[src/rtl/fasc_regs.vh]
// Purpose: constants for the flash command host controller
// Assumes: byte-wide parallel nor flash with unlock command sequences
// Notes:   addresses are the low twelve command bits
`ifndef FASC_REGS_VH
`define FASC_REGS_VH
`define FASC_UNLOCK_ADDR1   12'h555
`define FASC_UNLOCK_ADDR2   12'h2AA
`define FASC_UNLOCK_DATA1   8'hAA
`define FASC_UNLOCK_DATA2   8'h55
`define FASC_CMD_AUTOSEL    8'h90
`define FASC_CMD_PROGRAM    8'hA0
`define FASC_CMD_ERASE_SET  8'h80
`define FASC_CMD_CHIP_ERASE 8'h10
`define FASC_CMD_SECT_ERASE 8'h30
`define FASC_CMD_SUSPEND    8'hB0
`define FASC_CMD_RESUME     8'h30
`define FASC_CMD_READ_RESET 8'hF0
`define FASC_ID_MANUF_ADDR  2'h0
`define FASC_ID_DEVICE_ADDR 2'h1
`define FASC_ID_PROT_ADDR   2'h2
`define FASC_PROT_YES       8'h01
`define FASC_PROT_NO        8'h00
`define FASC_SECT_MSB       18
`define FASC_SECT_LSB       13
`define FASC_OP_READ        3'h0
`define FASC_OP_PROGRAM     3'h1
`define FASC_OP_SECT_ERASE  3'h2
`define FASC_OP_CHIP_ERASE  3'h3
`define FASC_OP_AUTOSEL     3'h4
`define FASC_OP_SUSPEND     3'h5
`define FASC_OP_RESUME      3'h6
`define FASC_OP_READ_RESET  3'h7
`define FASC_ACCESS_NS      120
`define FASC_CLK_NS         40
`define FASC_ACCESS_CYC     ((`FASC_ACCESS_NS + `FASC_CLK_NS - 1) / `FASC_CLK_NS)
`endif

[src/rtl/fasc_bus_cycle.v]
// Purpose: one read or write cycle on the flash pins
// Assumes: strobes held for a fixed number of clocks
// Notes:   data output enable is active low while driving
`include "fasc_regs.vh"
module fasc_bus_cycle #(
  parameter AW   = 19,
  parameter HOLD = `FASC_ACCESS_CYC
) (
  input  wire          ref_clk,
  input  wire          reset,
  input  wire          start,
  input  wire          is_write,
  input  wire [AW-1:0] addr,
  input  wire [7:0]    wdata,
  input  wire [7:0]    dq_in,
  output reg           busy,
  output reg           done,
  output reg  [7:0]    rdata,
  output reg  [AW-1:0] addr_out,
  output reg  [7:0]    dq_out,
  output reg           dq_oe_n,
  output reg           cs_n,
  output reg           oe_n,
  output reg           we_n
);
  localparam [1:0] S_IDLE = 2'h0;
  localparam [1:0] S_ACT  = 2'h1;
  localparam [1:0] S_END  = 2'h2;
  localparam [7:0] HOLD_C = HOLD[7:0];
  reg [1:0] state_reg;
  reg [7:0] cnt_reg;
  reg       wr_reg;
  always @(posedge ref_clk) begin
    done <= 1'b0;
    if (reset) begin
      state_reg <= S_IDLE;
      cnt_reg   <= 8'h00;
      wr_reg    <= 1'b0;
      busy      <= 1'b0;
      rdata     <= 8'h00;
      addr_out  <= {AW{1'b0}};
      dq_out    <= 8'h00;
      dq_oe_n   <= 1'b1;
      cs_n      <= 1'b1;
      oe_n      <= 1'b1;
      we_n      <= 1'b1;
    end else begin
      case (state_reg)
        S_IDLE: begin
          if (start) begin
            busy      <= 1'b1;
            wr_reg    <= is_write;
            addr_out  <= addr;
            dq_out    <= wdata;
            cs_n      <= 1'b0;
            // write: strobe and select low, gate high
            oe_n      <= is_write;
            we_n      <= ~is_write;
            dq_oe_n   <= ~is_write;
            cnt_reg   <= HOLD_C;
            state_reg <= S_ACT;
          end
        end
        S_ACT: begin
          if (cnt_reg <= 8'h01) begin
            // data sampled before the strobes rise
            if (!wr_reg)
              rdata <= dq_in;
            cs_n      <= 1'b1;
            oe_n      <= 1'b1;
            we_n      <= 1'b1;
            state_reg <= S_END;
          end else begin
            cnt_reg <= cnt_reg - 8'h01;
          end
        end
        S_END: begin
          // keep data one clock past the strobe for hold time
          dq_oe_n   <= 1'b1;
          busy      <= 1'b0;
          done      <= 1'b1;
          state_reg <= S_IDLE;
        end
        default: state_reg <= S_IDLE;
      endcase
    end
  end
endmodule

[src/rtl/fasc_host.v]
// Operation
// in identification mode reads return an 8-bit code, not array data
// high-voltage entry needs A9 at hv level, A6 low, A1:A0 select
// id entry writes AA@555, 55@2AA, 90@555, then id reads
// A1 low: A0 low manufacturer code, A0 high device code
// A1 high A0 low verify read returns 01 protected, 00 not
// host puts sector bits on top address lines when verifying
// sector selection comes from address bits 18 down to 13
// program writes AA@555, 55@2AA, A0@555, then address and byte
// sector erase is six writes ending with 30 to sector address
// suspend B0 and resume 30 only during sector erase
// broken sequence returns flash to array read
// command addresses use only bits 11 to 0
// single F0 write returns flash to array read
// chip erase ends with 10 written to 555
// read: select and gate low, write strobe high
// write: strobe and select low, gate high
// identification stays until the read reset command
// Purpose: host controller issuing flash command sequences
// Assumes: one request at a time, taken while ready is high
// Notes:   embedded operation completion is not polled here
`include "fasc_regs.vh"
module fasc_host #(
  parameter AW   = 19,
  parameter HOLD = `FASC_ACCESS_CYC
) (
  input  wire          ref_clk,
  input  wire          reset,
  input  wire          req_valid,
  input  wire [2:0]    req_op,
  input  wire [AW-1:0] req_addr,
  input  wire [7:0]    req_data,
  input  wire          req_read,
  input  wire          req_hv_id,
  input  wire [7:0]    dq_in,
  output reg           ready,
  output reg           resp_valid,
  output reg  [7:0]    resp_data,
  output reg           resp_refused,
  output reg           id_mode,
  output reg           erase_active,
  output wire [AW-1:0] flash_addr,
  output wire [7:0]    dq_out,
  output wire          dq_oe_n,
  output wire          cs_n,
  output wire          oe_n,
  output wire          we_n,
  output reg           hv_level
);
  localparam [1:0] H_IDLE = 2'h0;
  localparam [1:0] H_SEQ  = 2'h1;
  localparam [1:0] H_WAIT = 2'h2;
  reg  [1:0]    state_reg;
  reg  [2:0]    step_reg;
  reg  [2:0]    nsteps_reg;
  reg  [2:0]    op_reg;
  reg  [AW-1:0] addr_reg;
  reg  [7:0]    data_reg;
  reg           rd_reg;
  reg           suspended_reg;
  reg           start_reg;
  reg           cyc_wr_reg;
  reg  [AW-1:0] cyc_addr_reg;
  reg  [7:0]    cyc_data_reg;
  wire          cyc_busy;
  wire          cyc_done;
  wire [7:0]    cyc_rdata;

  // command addresses carry only the low twelve bits
  function [AW-1:0] cmd_addr;
    input [11:0] a;
    begin
      cmd_addr = {{(AW-12){1'b0}}, a};
    end
  endfunction

  // sequence step table: {address, data} of write number s
  function [AW+7:0] step_word;
    input [2:0]    op;
    input [2:0]    s;
    input [AW-1:0] a;
    input [7:0]    d;
    begin
      case (s)
        3'h0: step_word = {cmd_addr(`FASC_UNLOCK_ADDR1), `FASC_UNLOCK_DATA1};
        3'h1: step_word = {cmd_addr(`FASC_UNLOCK_ADDR2), `FASC_UNLOCK_DATA2};
        3'h2: begin
          case (op)
            `FASC_OP_PROGRAM:
              step_word = {cmd_addr(`FASC_UNLOCK_ADDR1), `FASC_CMD_PROGRAM};
            `FASC_OP_AUTOSEL:
              step_word = {cmd_addr(`FASC_UNLOCK_ADDR1), `FASC_CMD_AUTOSEL};
            default:
              step_word = {cmd_addr(`FASC_UNLOCK_ADDR1), `FASC_CMD_ERASE_SET};
          endcase
        end
        3'h3: begin
          if (op == `FASC_OP_PROGRAM)
            step_word = {a, d};
          else
            step_word = {cmd_addr(`FASC_UNLOCK_ADDR1), `FASC_UNLOCK_DATA1};
        end
        3'h4: step_word = {cmd_addr(`FASC_UNLOCK_ADDR2), `FASC_UNLOCK_DATA2};
        default: begin
          if (op == `FASC_OP_CHIP_ERASE)
            step_word = {cmd_addr(`FASC_UNLOCK_ADDR1), `FASC_CMD_CHIP_ERASE};
          else
            step_word = {a, `FASC_CMD_SECT_ERASE};
        end
      endcase
    end
  endfunction

  // id read address: sector bits kept, function bits in A1:A0
  function [AW-1:0] id_addr;
    input [AW-1:0] a;
    reg   [AW-1:0] m;
    begin
      m = {AW{1'b0}};
      m[`FASC_SECT_MSB:`FASC_SECT_LSB] = a[`FASC_SECT_MSB:`FASC_SECT_LSB];
      m[1:0] = a[1:0];
      id_addr = m;
    end
  endfunction

  wire [AW+7:0] cur_step = step_word(op_reg, step_reg, addr_reg, data_reg);

  fasc_bus_cycle #(
    .AW   (AW),
    .HOLD (HOLD)
  ) u_cycle (
    .ref_clk  (ref_clk),
    .reset    (reset),
    .start    (start_reg),
    .is_write (cyc_wr_reg),
    .addr     (cyc_addr_reg),
    .wdata    (cyc_data_reg),
    .dq_in    (dq_in),
    .busy     (cyc_busy),
    .done     (cyc_done),
    .rdata    (cyc_rdata),
    .addr_out (flash_addr),
    .dq_out   (dq_out),
    .dq_oe_n  (dq_oe_n),
    .cs_n     (cs_n),
    .oe_n     (oe_n),
    .we_n     (we_n)
  );

  always @(posedge ref_clk) begin
    start_reg    <= 1'b0;
    resp_valid   <= 1'b0;
    resp_refused <= 1'b0;
    if (reset) begin
      state_reg     <= H_IDLE;
      step_reg      <= 3'h0;
      nsteps_reg    <= 3'h0;
      op_reg        <= `FASC_OP_READ;
      addr_reg      <= {AW{1'b0}};
      data_reg      <= 8'h00;
      rd_reg        <= 1'b0;
      suspended_reg <= 1'b0;
      cyc_wr_reg    <= 1'b0;
      cyc_addr_reg  <= {AW{1'b0}};
      cyc_data_reg  <= 8'h00;
      ready         <= 1'b0;
      resp_data     <= 8'h00;
      id_mode       <= 1'b0;
      erase_active  <= 1'b0;
      hv_level      <= 1'b0;
    end else begin
      case (state_reg)
        H_IDLE: begin
          ready <= 1'b1;
          if (req_valid && ready) begin
            ready    <= 1'b0;
            op_reg   <= req_op;
            addr_reg <= req_addr;
            data_reg <= req_data;
            rd_reg   <= req_read;
            step_reg <= 3'h0;
            if (req_read) begin
              // high-voltage id read
              hv_level      <= req_hv_id;
              cyc_wr_reg    <= 1'b0;
              cyc_addr_reg  <= req_addr;
              if (req_hv_id || id_mode) begin
                // function and sector bits
                cyc_addr_reg <= id_addr(req_addr);
                cyc_addr_reg[6] <= 1'b0;
              end
              start_reg <= 1'b1;
              state_reg <= H_WAIT;
            end else begin
              case (req_op)
                // suspend and resume only while erasing
                `FASC_OP_SUSPEND, `FASC_OP_RESUME: begin
                  if (erase_active &&
                      ((req_op == `FASC_OP_SUSPEND) != suspended_reg)) begin
                    cyc_wr_reg   <= 1'b1;
                    cyc_addr_reg <= req_addr;
                    cyc_data_reg <= (req_op == `FASC_OP_SUSPEND) ?
                                    `FASC_CMD_SUSPEND : `FASC_CMD_RESUME;
                    suspended_reg <= (req_op == `FASC_OP_SUSPEND);
                    start_reg    <= 1'b1;
                    state_reg    <= H_WAIT;
                  end else begin
                    resp_refused <= 1'b1;
                    resp_valid   <= 1'b1;
                    state_reg    <= H_IDLE;
                  end
                end
                // single return-to-read write
                `FASC_OP_READ_RESET, `FASC_OP_READ: begin
                  cyc_wr_reg    <= 1'b1;
                  cyc_addr_reg  <= req_addr;
                  cyc_data_reg  <= `FASC_CMD_READ_RESET;
                  // leaving id mode only here
                  id_mode       <= 1'b0;
                  erase_active  <= 1'b0;
                  suspended_reg <= 1'b0;
                  start_reg     <= 1'b1;
                  state_reg     <= H_WAIT;
                end
                default: begin
                  // multi-write sequences
                  nsteps_reg <= (req_op == `FASC_OP_AUTOSEL) ? 3'h3 :
                                (req_op == `FASC_OP_PROGRAM) ? 3'h4 : 3'h6;
                  state_reg  <= H_SEQ;
                end
              endcase
            end
          end
        end
        H_SEQ: begin
          if (!cyc_busy && !start_reg) begin
            // unlock addresses use low twelve bits only
            cyc_wr_reg   <= 1'b1;
            cyc_addr_reg <= cur_step[AW+7:8];
            cyc_data_reg <= cur_step[7:0];
            start_reg    <= 1'b1;
            state_reg    <= H_WAIT;
          end
        end
        H_WAIT: begin
          if (cyc_done) begin
            hv_level <= 1'b0;
            if (rd_reg) begin
              // code or array byte handed back
              resp_data  <= cyc_rdata;
              resp_valid <= 1'b1;
              state_reg  <= H_IDLE;
            end else if (nsteps_reg != 3'h0 &&
                         step_reg != nsteps_reg - 3'h1) begin
              step_reg  <= step_reg + 3'h1;
              state_reg <= H_SEQ;
            end else begin
              if (op_reg == `FASC_OP_AUTOSEL)
                id_mode <= 1'b1;
              if (op_reg == `FASC_OP_SECT_ERASE ||
                  op_reg == `FASC_OP_CHIP_ERASE) begin
                erase_active  <= (op_reg == `FASC_OP_SECT_ERASE);
                suspended_reg <= 1'b0;
              end
              nsteps_reg <= 3'h0;
              resp_valid <= 1'b1;
              state_reg  <= H_IDLE;
            end
          end
        end
        default: state_reg <= H_IDLE;
      endcase
    end
  end
endmodule

[config.mk]
export PLATFORM = sky130hd
export DESIGN_NAME = fasc_host
export DESIGN_NICKNAME = d
export VERILOG_FILES = /design/src/rtl/fasc_bus_cycle.v /design/src/rtl/fasc_host.v
export VERILOG_INCLUDE_DIRS = /design/src /design/src/rtl
export SDC_FILE = /design/constraint.sdc
export NUM_CORES = 1
export LEC_CHECK = 0
export ABC_AREA = 1
export BUFFER_PORTS_ARGS = -buffer_cell sky130_fd_sc_hd__clkbuf_2
export CAP_MARGIN = 20
export CORE_UTILIZATION = 40
export DETAILED_ROUTE_END_ITERATION = 12
export GPL_TIMING_DRIVEN = 0
export HOLD_SLACK_MARGIN = 0.02
export PLACE_DENSITY = 0.69
export SLEW_MARGIN = 15
export SYNTH_ARGS = -nofsm -noshare
export SYNTH_HDL_FRONTEND = slang
export SYNTH_HIERARCHICAL = 1
export SYNTH_SLANG_ARGS = --single-unit
[constraint.sdc]
create_clock -name ref_clk -period 2.46 [get_ports ref_clk]
set_input_delay 0.123 -clock ref_clk [delete_from_list [all_inputs] [get_ports ref_clk]]
set_output_delay 0.123 -clock ref_clk [all_outputs]
set_load 0.02 [all_outputs]
==> Word level (Yosys, flattened, before mapping) <==
Index checks and enable logic that the tools add are counted.
{ "word_totals": {"register_bits": 135, "inputBits": 43, "output_inout_bits": 45} }
{ "classes": {"addsub": 3, "n_eq_ne": 38, "muxes": 105, "order_cmp": 1, "bitwise_logic": 3, "reduce_logical": 39} }
{ "op_table": {"columns": ["operator", "n"], "rows": [
  ["$pmux W27 S4", 1],
  ["$mux W19", 4],
  ["$pmux W19 S2", 2],
  ["$mux W8", 7],
  ["$mux W27", 2],
  ["$pmux W8 S2", 3],
  ["$mux W1", 45],
  ["$mux W3", 11],
  ["$pmux W1 S2", 15],
  ["$ne A2 B2 Y1 const B", 12],
  ["$eq A3 B3 Y1 const B", 6],
  ["$mux W2", 8],
  ["$reduce_and A8 Y1", 2],
  ["$reduce_and A3 Y1", 5],
  ["$mux W13", 1],
  ["$eq A3 B2 Y1 const B", 4],
  ["$pmux W3 S2", 2],
  ["$pmux W6 S2", 1],
  ["$reduce_and A5 Y1", 2],
  ["$eq A3 B1 Y1 const B", 3],
  ["$reduce_and A9 Y1", 1],
  ["$le A8 B1 Y1 const B", 1],
  ["$pmux W2 S2", 2],
  ["$reduce_and A2 Y1", 4],
  ["26 further kinds", 45]
]} }

==> Logic depth before layout (Yosys ltp) <==
Gate-level depths: netlist of run 1.
{ "logic_depth": {"depth_word": 8, "depth_mapped": 14, "mapped_depth_nobuf": 13} }

==> Cells and area by module <==
Netlist of run 1, hierarchy kept.
{ "by_module_without_submodules": {"columns": ["mod", "seq_area_each_um2", "cells_each", "area_per_inst_um2", "n_inst"], "rows": [
  ["fasc_host", 1661.6, 642, 4170.2, 1],
  ["fasc_bus_cycle", 1041.0, 211, 2033.2, 1]
]} }

==> Worst setup path before layout of run 1 <==
No wires, ideal clock.
{ "synth_timing": {"path_kind": "reg2reg", "startpoint": "register step_reg[0]", "endpoint": "register cyc_addr_reg[4]", "required_time_ns": 2.396, "arrival_time_ns": 1.673, "setup_time_ns": 0.064, "path_buffers": 2, "stages_incl_launch_ff": 12, "period_less_slack_ns": 1.737, "path_slack_ns": 0.723, "path_cell_list": "dfxtp_1 > ha_1 > ha_1 > clkbuf_1 > inv_1 > nand2_1 > nor2_1 > buf_2 > o21ai_0 > a21oi_1 > nor2_1 > nor2_1"} }
{ "synth_between": {"elab_chain_len": 5, "elab_cells_between_ends": 9, "classes_between": "eq/ne: 4; mux: 3; reduce/logical: 2"} }
{ "synth_rtl": {"columns": ["element", "line_no", "source"], "rows": [
  ["from (decl)", "fasc_host.v:54", "reg [2:0] step_reg;"],
  ["from (signal assigned)", "fasc_host.v:255", "step_reg <= step_reg + 3'h1;"],
  ["$eq A3 B3 Y1 or $eq A3 B1 Y1 (tied branches)", "fasc_host.v:84", "case (s)"],
  ["$reduce_or A2 Y1 (no line)", null, null],
  ["$pmux W27 S4 (*)", "fasc_host.v:84", null],
  ["$mux W19 (*)", "fasc_host.v:236", "if (!cyc_busy && !start_reg) begin"],
  ["$pmux W19 S2 (*)", "fasc_host.v:172", "case (state_reg)"],
  ["to (signal assigned)", "fasc_host.v:186", "cyc_addr_reg <= req_addr;"],
  ["to (signal assigned)", "fasc_host.v:189", "cyc_addr_reg <= id_addr(req_addr);"],
  ["to (signal assigned)", "fasc_host.v:239", "cyc_addr_reg <= cur_step[AW+7:8];"],
  ["to (decl)", "fasc_host.v:63", "reg [AW-1:0] cyc_addr_reg;"]
]} }
Every way passes the cells marked *; elsewhere a longest branch is shown, timed or not. The select of a mux whose other input is x is not followed.
A chain may end at the register's enable or synchronous reset.

==> Worst setup path after layout of run 1 <==
{ "layout_timing": {"startpoint": "register step_reg[2]", "endpoint": "register cyc_addr_reg[17]"} }
The elaborated chain is that of the path after synthesis.

==> results of run 1 <==
final cells by class:
class	instances	area [sq um]	share of cell area
clock buffers	20	457	0.0586
repair buffers	118	751	0.0963
well taps	188	235	0.0302
flip-flops and latches	135	2700	0.347
plain buffers	39	228	0.0292
clock inverters	12	151	0.0194
multi-input cells	596	2960	0.379
inverters	83	317	0.0406
final timing paths:
| check | start | endpoint | depth (start not counted) |
|---|---|---|---|
| max | step_reg[2] | cyc_addr_reg[17] | 12 |
| min | reset | cyc_wr_reg | 2 |
| max reg2reg | step_reg[2] | cyc_addr_reg[17] | 12 |
| min reg2reg | data_reg[6] | data_reg[6] | 2 |
routing by layer:
| layer | global-route usage | share of wire | vias to the layer above |
|---|---|---|---|
| met4 | 0.0872 | 0.024 | 0 |
| met5 | 0 | 0 | - |
| met3 | 0.0679 | 0.074 | 30 |
| met1 | 0.283 | 0.45 | 2801 |
| li1 | - | - | 3056 |
| met2 | 0.357 | 0.45 | 188 |
what timing repair did:
item,in CTS,in global routing
setup buffers,0,0
hold buffers,32,0
resized for setup,0,0
endpoints found under the hold margin,32,0
worst max-delay path, cell delays in order (launching register included):
cell	delay, ns
dfxtp_1	0.39
inv_1	0.13
ha_1	0.21
clkbuf_1	0.18
inv_1	0.20
nand2_1	0.10
nor2_1	0.17
nand2_1	0.10
nand2_1	0.27
nand3_1	0.13
nand2_1	0.11
nor2_1	0.05
nor2_1	0.10
per-stage QoR:
step / total power [mW] / utilization
3_3_place_gp: 3.41 / 0.454
5_1_grt: 6.32 / 0.515
6_report: 6.02 / 0.515
4_1_cts: 6.05 / 0.515
3_5_place_dp: 3.42 / 0.454
2_1_floorplan: 3.16 / -
cell usage after synthesis (all sizes together):
| master | count | area (sq um) |
|---|---|---|
| xor2 | 1 | 8.76 |
| o2111ai | 1 | 8.76 |
| dfxtp | 135 | 2700 |
| o21bai | 1 | 7.51 |
| o21ai | 74 | 370 |
| ha | 9 | 113 |
| a21boi | 1 | 11.3 |
| inv | 82 | 313 |
| nor3 | 3 | 25.0 |
| nand2 | 175 | 728 |
| o21a | 2 | 15.0 |
| clkinv | 1 | 3.75 |
| clkbuf | 15 | 57.6 |
| nand3b | 2 | 15.0 |
| a31oi | 1 | 6.26 |
| o22ai | 1 | 6.26 |
| nand4 | 13 | 81.3 |
| o211ai | 1 | 7.51 |
| buf | 24 | 170 |
| a22oi | 2 | 15.0 |
| nor2 | 165 | 687 |
| or2 | 1 | 6.26 |
| nand3 | 66 | 350 |
| a21oi | 50 | 258 |
| a22o | 27 | 236 |
power groups by stage:
stage,logic [mW],clock network [mW],registers [mW]
5_1_grt,1.14,2.74,2.44
6_report,1.01,2.58,2.43
2_1_floorplan,0.690,0,2.47
3_5_place_dp,0.954,0,2.47
3_3_place_gp,0.945,0,2.47
4_1_cts,1.00,2.62,2.43
cell families after synthesis:
logic type	after synthesis	share of synthesized area
AOI/OAI and AO/OA	161	0.152
xor gates and xnor gates	1	0.00141
adders and majority gates	9	0.0182
buffers and inverters	122	0.0877
DFF	135	0.436
and+or+nand+nor	425	0.305
==> results.json, run 1 <==
{
  "outcome": "complete, no violations",
  "clk_path_buf_depth": 2,
  "grt_pass1_vias": 5608,
  "rows": 45,
  "grt_max_degree": 17,
  "fin_crit_sh": 0.899,
  "dp_cells": 1127,
  "synth_cell_types": 39,
  "finalHoldViolCount": 0,
  "initialDrtViolationCount": 457,
  "ir_drop_uv": 619,
  "timing.hold.ws_ns": 0.0364,
  "cts_tree": "done",
  "hp-class": "primary input to flop",
  "timing.slew.headroom": 0.589,
  "portBuffers": 86,
  "syn_to_final_growth_pct": 25.7,
  "tightest_slew_ns": 0.617,
  "die_w_um": 127,
  "first_pass_iters": 7,
  "rsz0062_at_grt": "false",
  "start_util": 0.410,
  "diodes": 0,
  "post-route-min-period_ns": 2.21,
  "finalWorstSetupSlack_ns": 0.249,
  "dp_hpwl_um": 12300,
  "ys_warn_count": 6,
  "die_h_um": 127,
  "tns_ns": 0,
  "combPwrFrac": 0.167,
  "dp_slack_ns": 0.291,
  "drive_gt1_frac": 0.193,
  "dpl-instance-area_sq_um": 6870,
  "core-area_sq_um": 15100,
  "syn_avg_cell_area_sq_um": 7.27,
  "grt_overflow_total": 0,
  "antenna_found_initial": 0,
  "clock-sinks": 135,
  "wirelength_um": 17000,
  "clk_pin_slew_ns": 0.06,
  "nets": 1042,
  "drtAntennaViolNets": 0,
  "syn-num-nets": 905,
  "pwr-share-clk": 0.429,
  "worstSetupStartpointType": "flop",
  "p_leak_nw": 3.55,
  "seq_area_frac_synth": 0.436,
  "crit_fanout": 8,
  "crit_arrival_ns": 2.56,
  "cap_violations": 0,
  "seqPwrFrac": 0.403,
  "final_cell_mix": "nand2_1 (162), nor2_1 (154), dfxtp_1 (135)",
  "wl_per_cell_um": 14.3,
  "drv_slew": 0,
  "cp-end-kind": "flop",
  "final_common_cell": "nand2_1",
  "grt_pass1_wl_um": 27800,
  "avgViaCountPerCell": 5.10,
  "switching_power_mw": 1.69,
  "setup_violations": 0,
  "netlist_area_sq_um": 6200,
  "ff2ff_setup_slack_ns": 0.25,
  "internal_power_mw": 4.33,
  "cp.required_ns": 2.81,
  "final_cells": 1191,
  "drc_errors": 0,
  "fmax_ghz": 0.452,
  "dieArea_sq_um": 16000,
  "fillCellCount": 1461,
  "ios": 88,
  "fin_area_sq_um": 7800,
  "power_density_nw_per_um2": 772,
  "vias": 6075,
  "grt_usage": 0.224,
  "cts-buffers-inserted": 17,
  "cts_max_level": 4,
  "timing.clock.skew_ns": 0.00628,
  "critPathKind": "flop to flop",
  "swShare": 0.280,
  "place_congestion": 0.888,
  "syn-instance-count": 853,
  "cts-root-buf": "clkbuf_16",
  "yosys_register_bits": 135,
  "clock_latency_ns": 0.42
}
Power figures use the tool's default switching activity.
==> inputs of run 2 (changes only) <==
Settings changed: CELL_PAD_IN_SITES_DETAIL_PLACEMENT set to 1, CELL_PAD_IN_SITES_GLOBAL_PLACEMENT set to 1, PLACE_DENSITY 0.69 to 0.87.
==> run 2 against run 1 <==
Compared with the run above: worst setup slack worse by 0.088 ns; global-route usage is 4.0 points higher; sequential cell count unchanged; combinational power grew 5%; largest cell class unchanged; clock power down 2%.
==> results.json, run 2 (synthesis gave the netlist of run 1 again) <==
{
  "finalHoldViolCount": 0,
  "ir_drop_uv": 535,
  "ios": 88,
  "finalWorstSetupSlack_ns": 0.161,
  "wl_per_cell_um": 17.0,
  "cts_tree": "done",
  "timing.slew.headroom": 0.455,
  "critPathTopFamily": "simple AND/OR/NAND/NOR gates",
  "start_util": 0.410,
  "hp-class": "primary input to flop",
  "cpMaxStageDelayCell": "dfxtp_1",
  "crit_chain": "inv_1 > ha_1 > clkbuf_1 > inv_2 > nand2_1 > nor2_1 > buf_4 > nand3_1 > nand2_1 > nand2_1 > nand3_1 > nand2_1 > nor2_1",
  "crit_arrival_ns": 2.64,
  "dp_slack_ns": 0.182,
  "first_pass_iters": 5,
  "antenna_found_initial": 0,
  "path_buf_inv": 4,
  "cap_violations": 0,
  "tns_ns": 0,
  "grt_overflow_total": 0,
  "core-area_sq_um": 15100,
  "wirelength_um": 20300,
  "place_congestion": 0.850,
  "die_h_um": 127,
  "initialDrtViolationCount": 335,
  "clk_path_buf_depth": 2,
  "avgViaCountPerCell": 5.29,
  "tightest_slew_ns": 0.817,
  "die_w_um": 127,
  "critPathKind": "flop to flop",
  "setup_violations": 0,
  "timing.hold.ws_ns": 0.0268,
  "cpMostUsedCell": "nand2_1",
  "syn_to_final_growth_pct": 25.3,
  "portBuffers": 86,
  "clk_pin_slew_ns": 0.06,
  "fin_crit_sh": 0.935,
  "grt_pass1_vias": 6530,
  "worstSetupStartpointType": "flop",
  "rows": 45,
  "rsz0062_at_grt": "false",
  "cp.required_ns": 2.80,
  "vias": 6299,
  "final_common_cell": "nand2_1",
  "clock_latency_ns": 0.43,
  "drc_errors": 0,
  "crit_fanout": 10,
  "clock-sinks": 135,
  "cts_max_level": 4,
  "outcome": "complete, no violations",
  "drive_gt1_frac": 0.193,
  "cts-root-buf": "clkbuf_16",
  "dieArea_sq_um": 16000,
  "slowest_delay_ns": 0.38,
  "grt_pass1_wl_um": 32600,
  "timing.clock.skew_ns": 0.00917,
  "diodes": 0,
  "power_density_nw_per_um2": 776,
  "drtAntennaViolNets": 0,
  "cts-buffers-inserted": 17,
  "grt_max_degree": 17,
  "drv_slew": 0,
  "fmax_ghz": 0.435,
  "fillCellCount": 1945,
  "post-route-min-period_ns": 2.30,
  "final_cell_mix": "nand2_1 (162), nor2_1 (154), dfxtp_1 (135)",
  "p_leak_nw": 3.54,
  "power.total_mw": 6.03,
  "cp-end-kind": "flop",
  "dp_hpwl_um": 14100,
  "grt_usage": 0.264,
  "nets": 1042
}
run 2: cell count changes in the layout (fill, tap and decap cells not counted), sizes merged:
cell    change
clkbuf      +1
bufinv      -1
clkinv      -3
inv         +2
run 2: layer usage:
metal	wire [um]	track usage	share of wire
met5	0	0	0
met4	773	0.130	0.038
met3	1160	0.0628	0.057
met2	9830	0.455	0.48
met1	8520	0.306	0.42
run 2: what timing repair did:
item,CTS,global route
hold endpoints to repair,32,0
endpoints found under the setup margin,0,4
hold buffers,32,0
gates resized for setup,0,3
buffers inserted,0,0
run 2: cell type report:
cell class                      instances  area (sq um)  share of cell area
Buffer                                 39           230              0.0296
Clock buffer                           21           460              0.0592
Clock inverter                         10           120              0.0155
Inverter                               83           317              0.0407
Multi-Input combinational cell        596          2960               0.380
Sequential cell                       135          2700               0.348
Tap cell                              188           235              0.0303
Timing Repair Buffer                  118           751              0.0966
run 2: worst paths after layout:
path | startpoint | endpoint | slack [ns] | depth (start not counted)
worst max-delay path | step_reg[2] | cyc_addr_reg[7] | 0.16 | 13
worst min-delay path | req_addr[8] | addr_reg[8] | 0.03 | 3
worst max register to register | step_reg[2] | cyc_addr_reg[7] | 0.16 | 13
worst min register to register | u_cycle/busy | u_cycle/busy | 0.46 | 2
run 2: worst reg2reg max path: stages (launching register included):
cell      delay [ns]
dfxtp_1         0.38
inv_1           0.14
ha_1            0.22
clkbuf_1        0.21
inv_2           0.16
nand2_1         0.08
nor2_1          0.17
buf_4           0.21
nand3_1         0.09
nand2_1         0.08
nand2_1         0.06
nand3_1         0.10
nand2_1         0.10
nor2_1          0.19
run 2: where the power goes:
part / switching, mW / internal (mW)
combinational: 0.700 / 0.360
clock: 0.998 / 1.54
sequential: 0.0993 / 2.33
total: 1.80 / 4.24
run 2: stage by stage:
| stage | utilization | std cells | area [sq um] |
|---|---|---|---|
| floorplan | - | 853 | 6200 |
| global placement | 0.454 | 1127 | 6870 |
| detailed placement | 0.454 | 1127 | 6870 |
| CTS | 0.513 | 1190 | 7770 |
| global route | 0.513 | 1190 | 7770 |
| finish | 0.513 | 1190 | 7770 |
==> inputs of run 3 (changes only) <==
Settings changed: CORE_UTILIZATION 40 to 37, PLACE_DENSITY 0.87 to 0.85.
Clock period 2.46 ns to 2 ns, I/O delays scaled along.
==> run 3 against run 2 <==
Compared with the run above: sequential share of layout area shrank 0.59 points; largest cell class unchanged; hold slack gained 0.011 ns; critical path depth shrank 2; fmax grew 19%; sequential cell count is the same; routed wire length grew 1.2%.
==> results.json, run 3 (synthesis gave the netlist of run 1 again) <==
{
  "finalHoldViolCount": 0,
  "outcome": "complete, no violations",
  "critPathKind": "flop to flop",
  "grt_pass1_vias": 6676,
  "first_pass_iters": 4,
  "die_h_um": 131,
  "dp_hpwl_um": 14300,
  "timing.clock.skew_ns": 0.00913,
  "dp_cells": 1155,
  "slowest_delay_ns": 0.44,
  "cp.required_ns": 2.35,
  "core-area_sq_um": 16100,
  "antenna_found_initial": 0,
  "post-route-min-period_ns": 1.92,
  "cts-buffers-inserted": 17,
  "pwr-share-clk": 0.422,
  "drive_gt1_frac": 0.209,
  "startpoint": "step_reg[1]",
  "switching_power_mw": 2.20,
  "p_leak_nw": 3.58,
  "syn_to_final_growth_pct": 27.6,
  "timing.slew.headroom": 0.558,
  "clk_pin_slew_ns": 0.06,
  "fmax_ghz": 0.520,
  "vias": 6260,
  "hp-class": "primary input to flop",
  "nets": 1048,
  "power_density_nw_per_um2": 943,
  "grt_usage": 0.246,
  "combPwrFrac": 0.176,
  "final_cell_mix": "nand2_1 (160), nor2_1 (152), dfxtp_1 (133)",
  "cts_tree": "done",
  "tightest_slew_ns": 0.663,
  "initialDrtViolationCount": 291,
  "cts_max_level": 4,
  "r2r-end": "cyc_addr_reg[9]",
  "ff2ff_path_depth": 11,
  "cap_violations": 0,
  "worstSetupStartpointType": "flop",
  "crit_arrival_ns": 2.27,
  "clock_latency_ns": 0.42,
  "crit_chain": "ha_1 > ha_2 > buf_1 > nand3_1 > nand2_1 > inv_1 > nand2_1 > nand2_1 > nand3_1 > nand2_1 > nor2_1",
  "rr_startpoint": "step_reg[1]",
  "avgViaCountPerCell": 5.11,
  "finalWorstSetupSlack_ns": 0.0759,
  "grt_pass1_wl_um": 33800,
  "holdPathStages": 3,
  "drtAntennaViolNets": 0,
  "drv_slew": 0,
  "final_common_cell": "nand2_1",
  "dpl-instance-area_sq_um": 6900,
  "ios": 88,
  "cp-end-kind": "flop",
  "wl_per_cell_um": 16.8,
  "fin_crit_sh": 0.962,
  "cts-root-buf": "clkbuf_16",
  "grt_max_degree": 17,
  "crit_fanout": 10,
  "fin_area_sq_um": 7910,
  "internal_power_mw": 5.26,
  "start_util": 0.385,
  "portBuffers": 86,
  "swShare": 0.295,
  "rows": 46,
  "wirelength_um": 20500,
  "ff2ff_setup_slack_ns": 0.08,
  "final_core_util": 0.491,
  "dieArea_sq_um": 17300,
  "dp_slack_ns": -0.262,
  "setup_violations": 0,
  "fillCellCount": 2053,
  "clk_path_buf_depth": 2,
  "power.total_mw": 7.46,
  "die_w_um": 131,
  "final_cells": 1225,
  "drc_errors": 0,
  "grt_overflow_total": 0,
  "place_congestion": 0.859,
  "endpoint": "cyc_addr_reg[9]",
  "ir_drop_uv": 662,
  "seqPwrFrac": 0.402,
  "clock-sinks": 135,
  "cpMostUsedCell": "nand2_1",
  "diodes": 0,
  "cpMaxStageDelayCell": "buf_1"
}
run 3: changes by cell type in the layout (fill, tap and decap cells not counted), sizes merged:
| cell | change |
|---|---|
| buf | +6 |
| clkbuf | -2 |
| clkinvlp | +2 |
| dlygate4sd3 | +2 |
| inv | -1 |
run 3: power groups by stage:
stage	sequential, mW	combinational, mW	clock, mW
after global routing	3.02	1.48	3.33
after floorplan	3.04	0.848	0
after global placement	3.04	1.18	0
final	3.00	1.32	3.15
after CTS	2.99	1.30	3.20
after detailed placement	3.05	1.22	0
run 3: per-layer routing:
metal	track usage	up-vias	part of all wire
li1	-	3058	-
met1	0.294	3018	0.43
met2	0.428	153	0.49
met3	0.0494	31	0.054
met4	0.101	0	0.022
met5	0	-	0
run 3: critical path, delay by kind of cell, from the launching register on:
kind | cells | cell delay [ns]
adders and majority gates | 2 | 0.47
DFF | 1 | 0.38
buffers and inverters | 2 | 0.48
and+or+nand+nor | 7 | 0.52
run 3: metrics by stage:
stage | TNS, ns | hold slack (ns)
global route | -0.000923 | 0.0636
finish | 0 | 0.0377
floorplan | 0 | 0.169
detailed placement | -3.69 | 0.366
CTS | 0 | 0.0293
global placement | -3.84 | 0.364
run 3: what timing repair did:
action / 4_1_cts / 5_1_grt
setup endpoints to repair: 20 / 34
pin swaps: 1 / 2
hold buffers: 34 / 0
buffers inserted: 0 / 5
resized for setup: 5 / 13
endpoints found under the hold margin: 38 / 0
run 3: area by class of cell:
| cell class | instances | area [sq um] | area share |
|---|---|---|---|
| Timing Repair Buffer | 125 | 808 | 0.102 |
| Buffer | 38 | 230 | 0.0291 |
| Sequential cell | 135 | 2710 | 0.342 |
| Inverter | 83 | 319 | 0.0403 |
| Multi-Input combinational cell | 596 | 2990 | 0.378 |
| Clock inverter | 11 | 123 | 0.0155 |
| Tap cell | 216 | 270 | 0.0342 |
| Clock buffer | 21 | 470 | 0.0594 |
run 3: worst min-delay path by stage:
stage | slack, ns | endpoint | startpoint
after floorplan | 0.17 | cyc_wr_reg | reset
after global placement | 0.36 | u_cycle/rdata[2] | dq_in[2]
after detailed placement | 0.37 | data_reg[7] | req_data[7]
after CTS | 0.03 | addr_reg[2] | req_addr[2]
after global routing | 0.06 | addr_reg[2] | req_addr[2]
final | 0.04 | addr_reg[0] | req_addr[0]
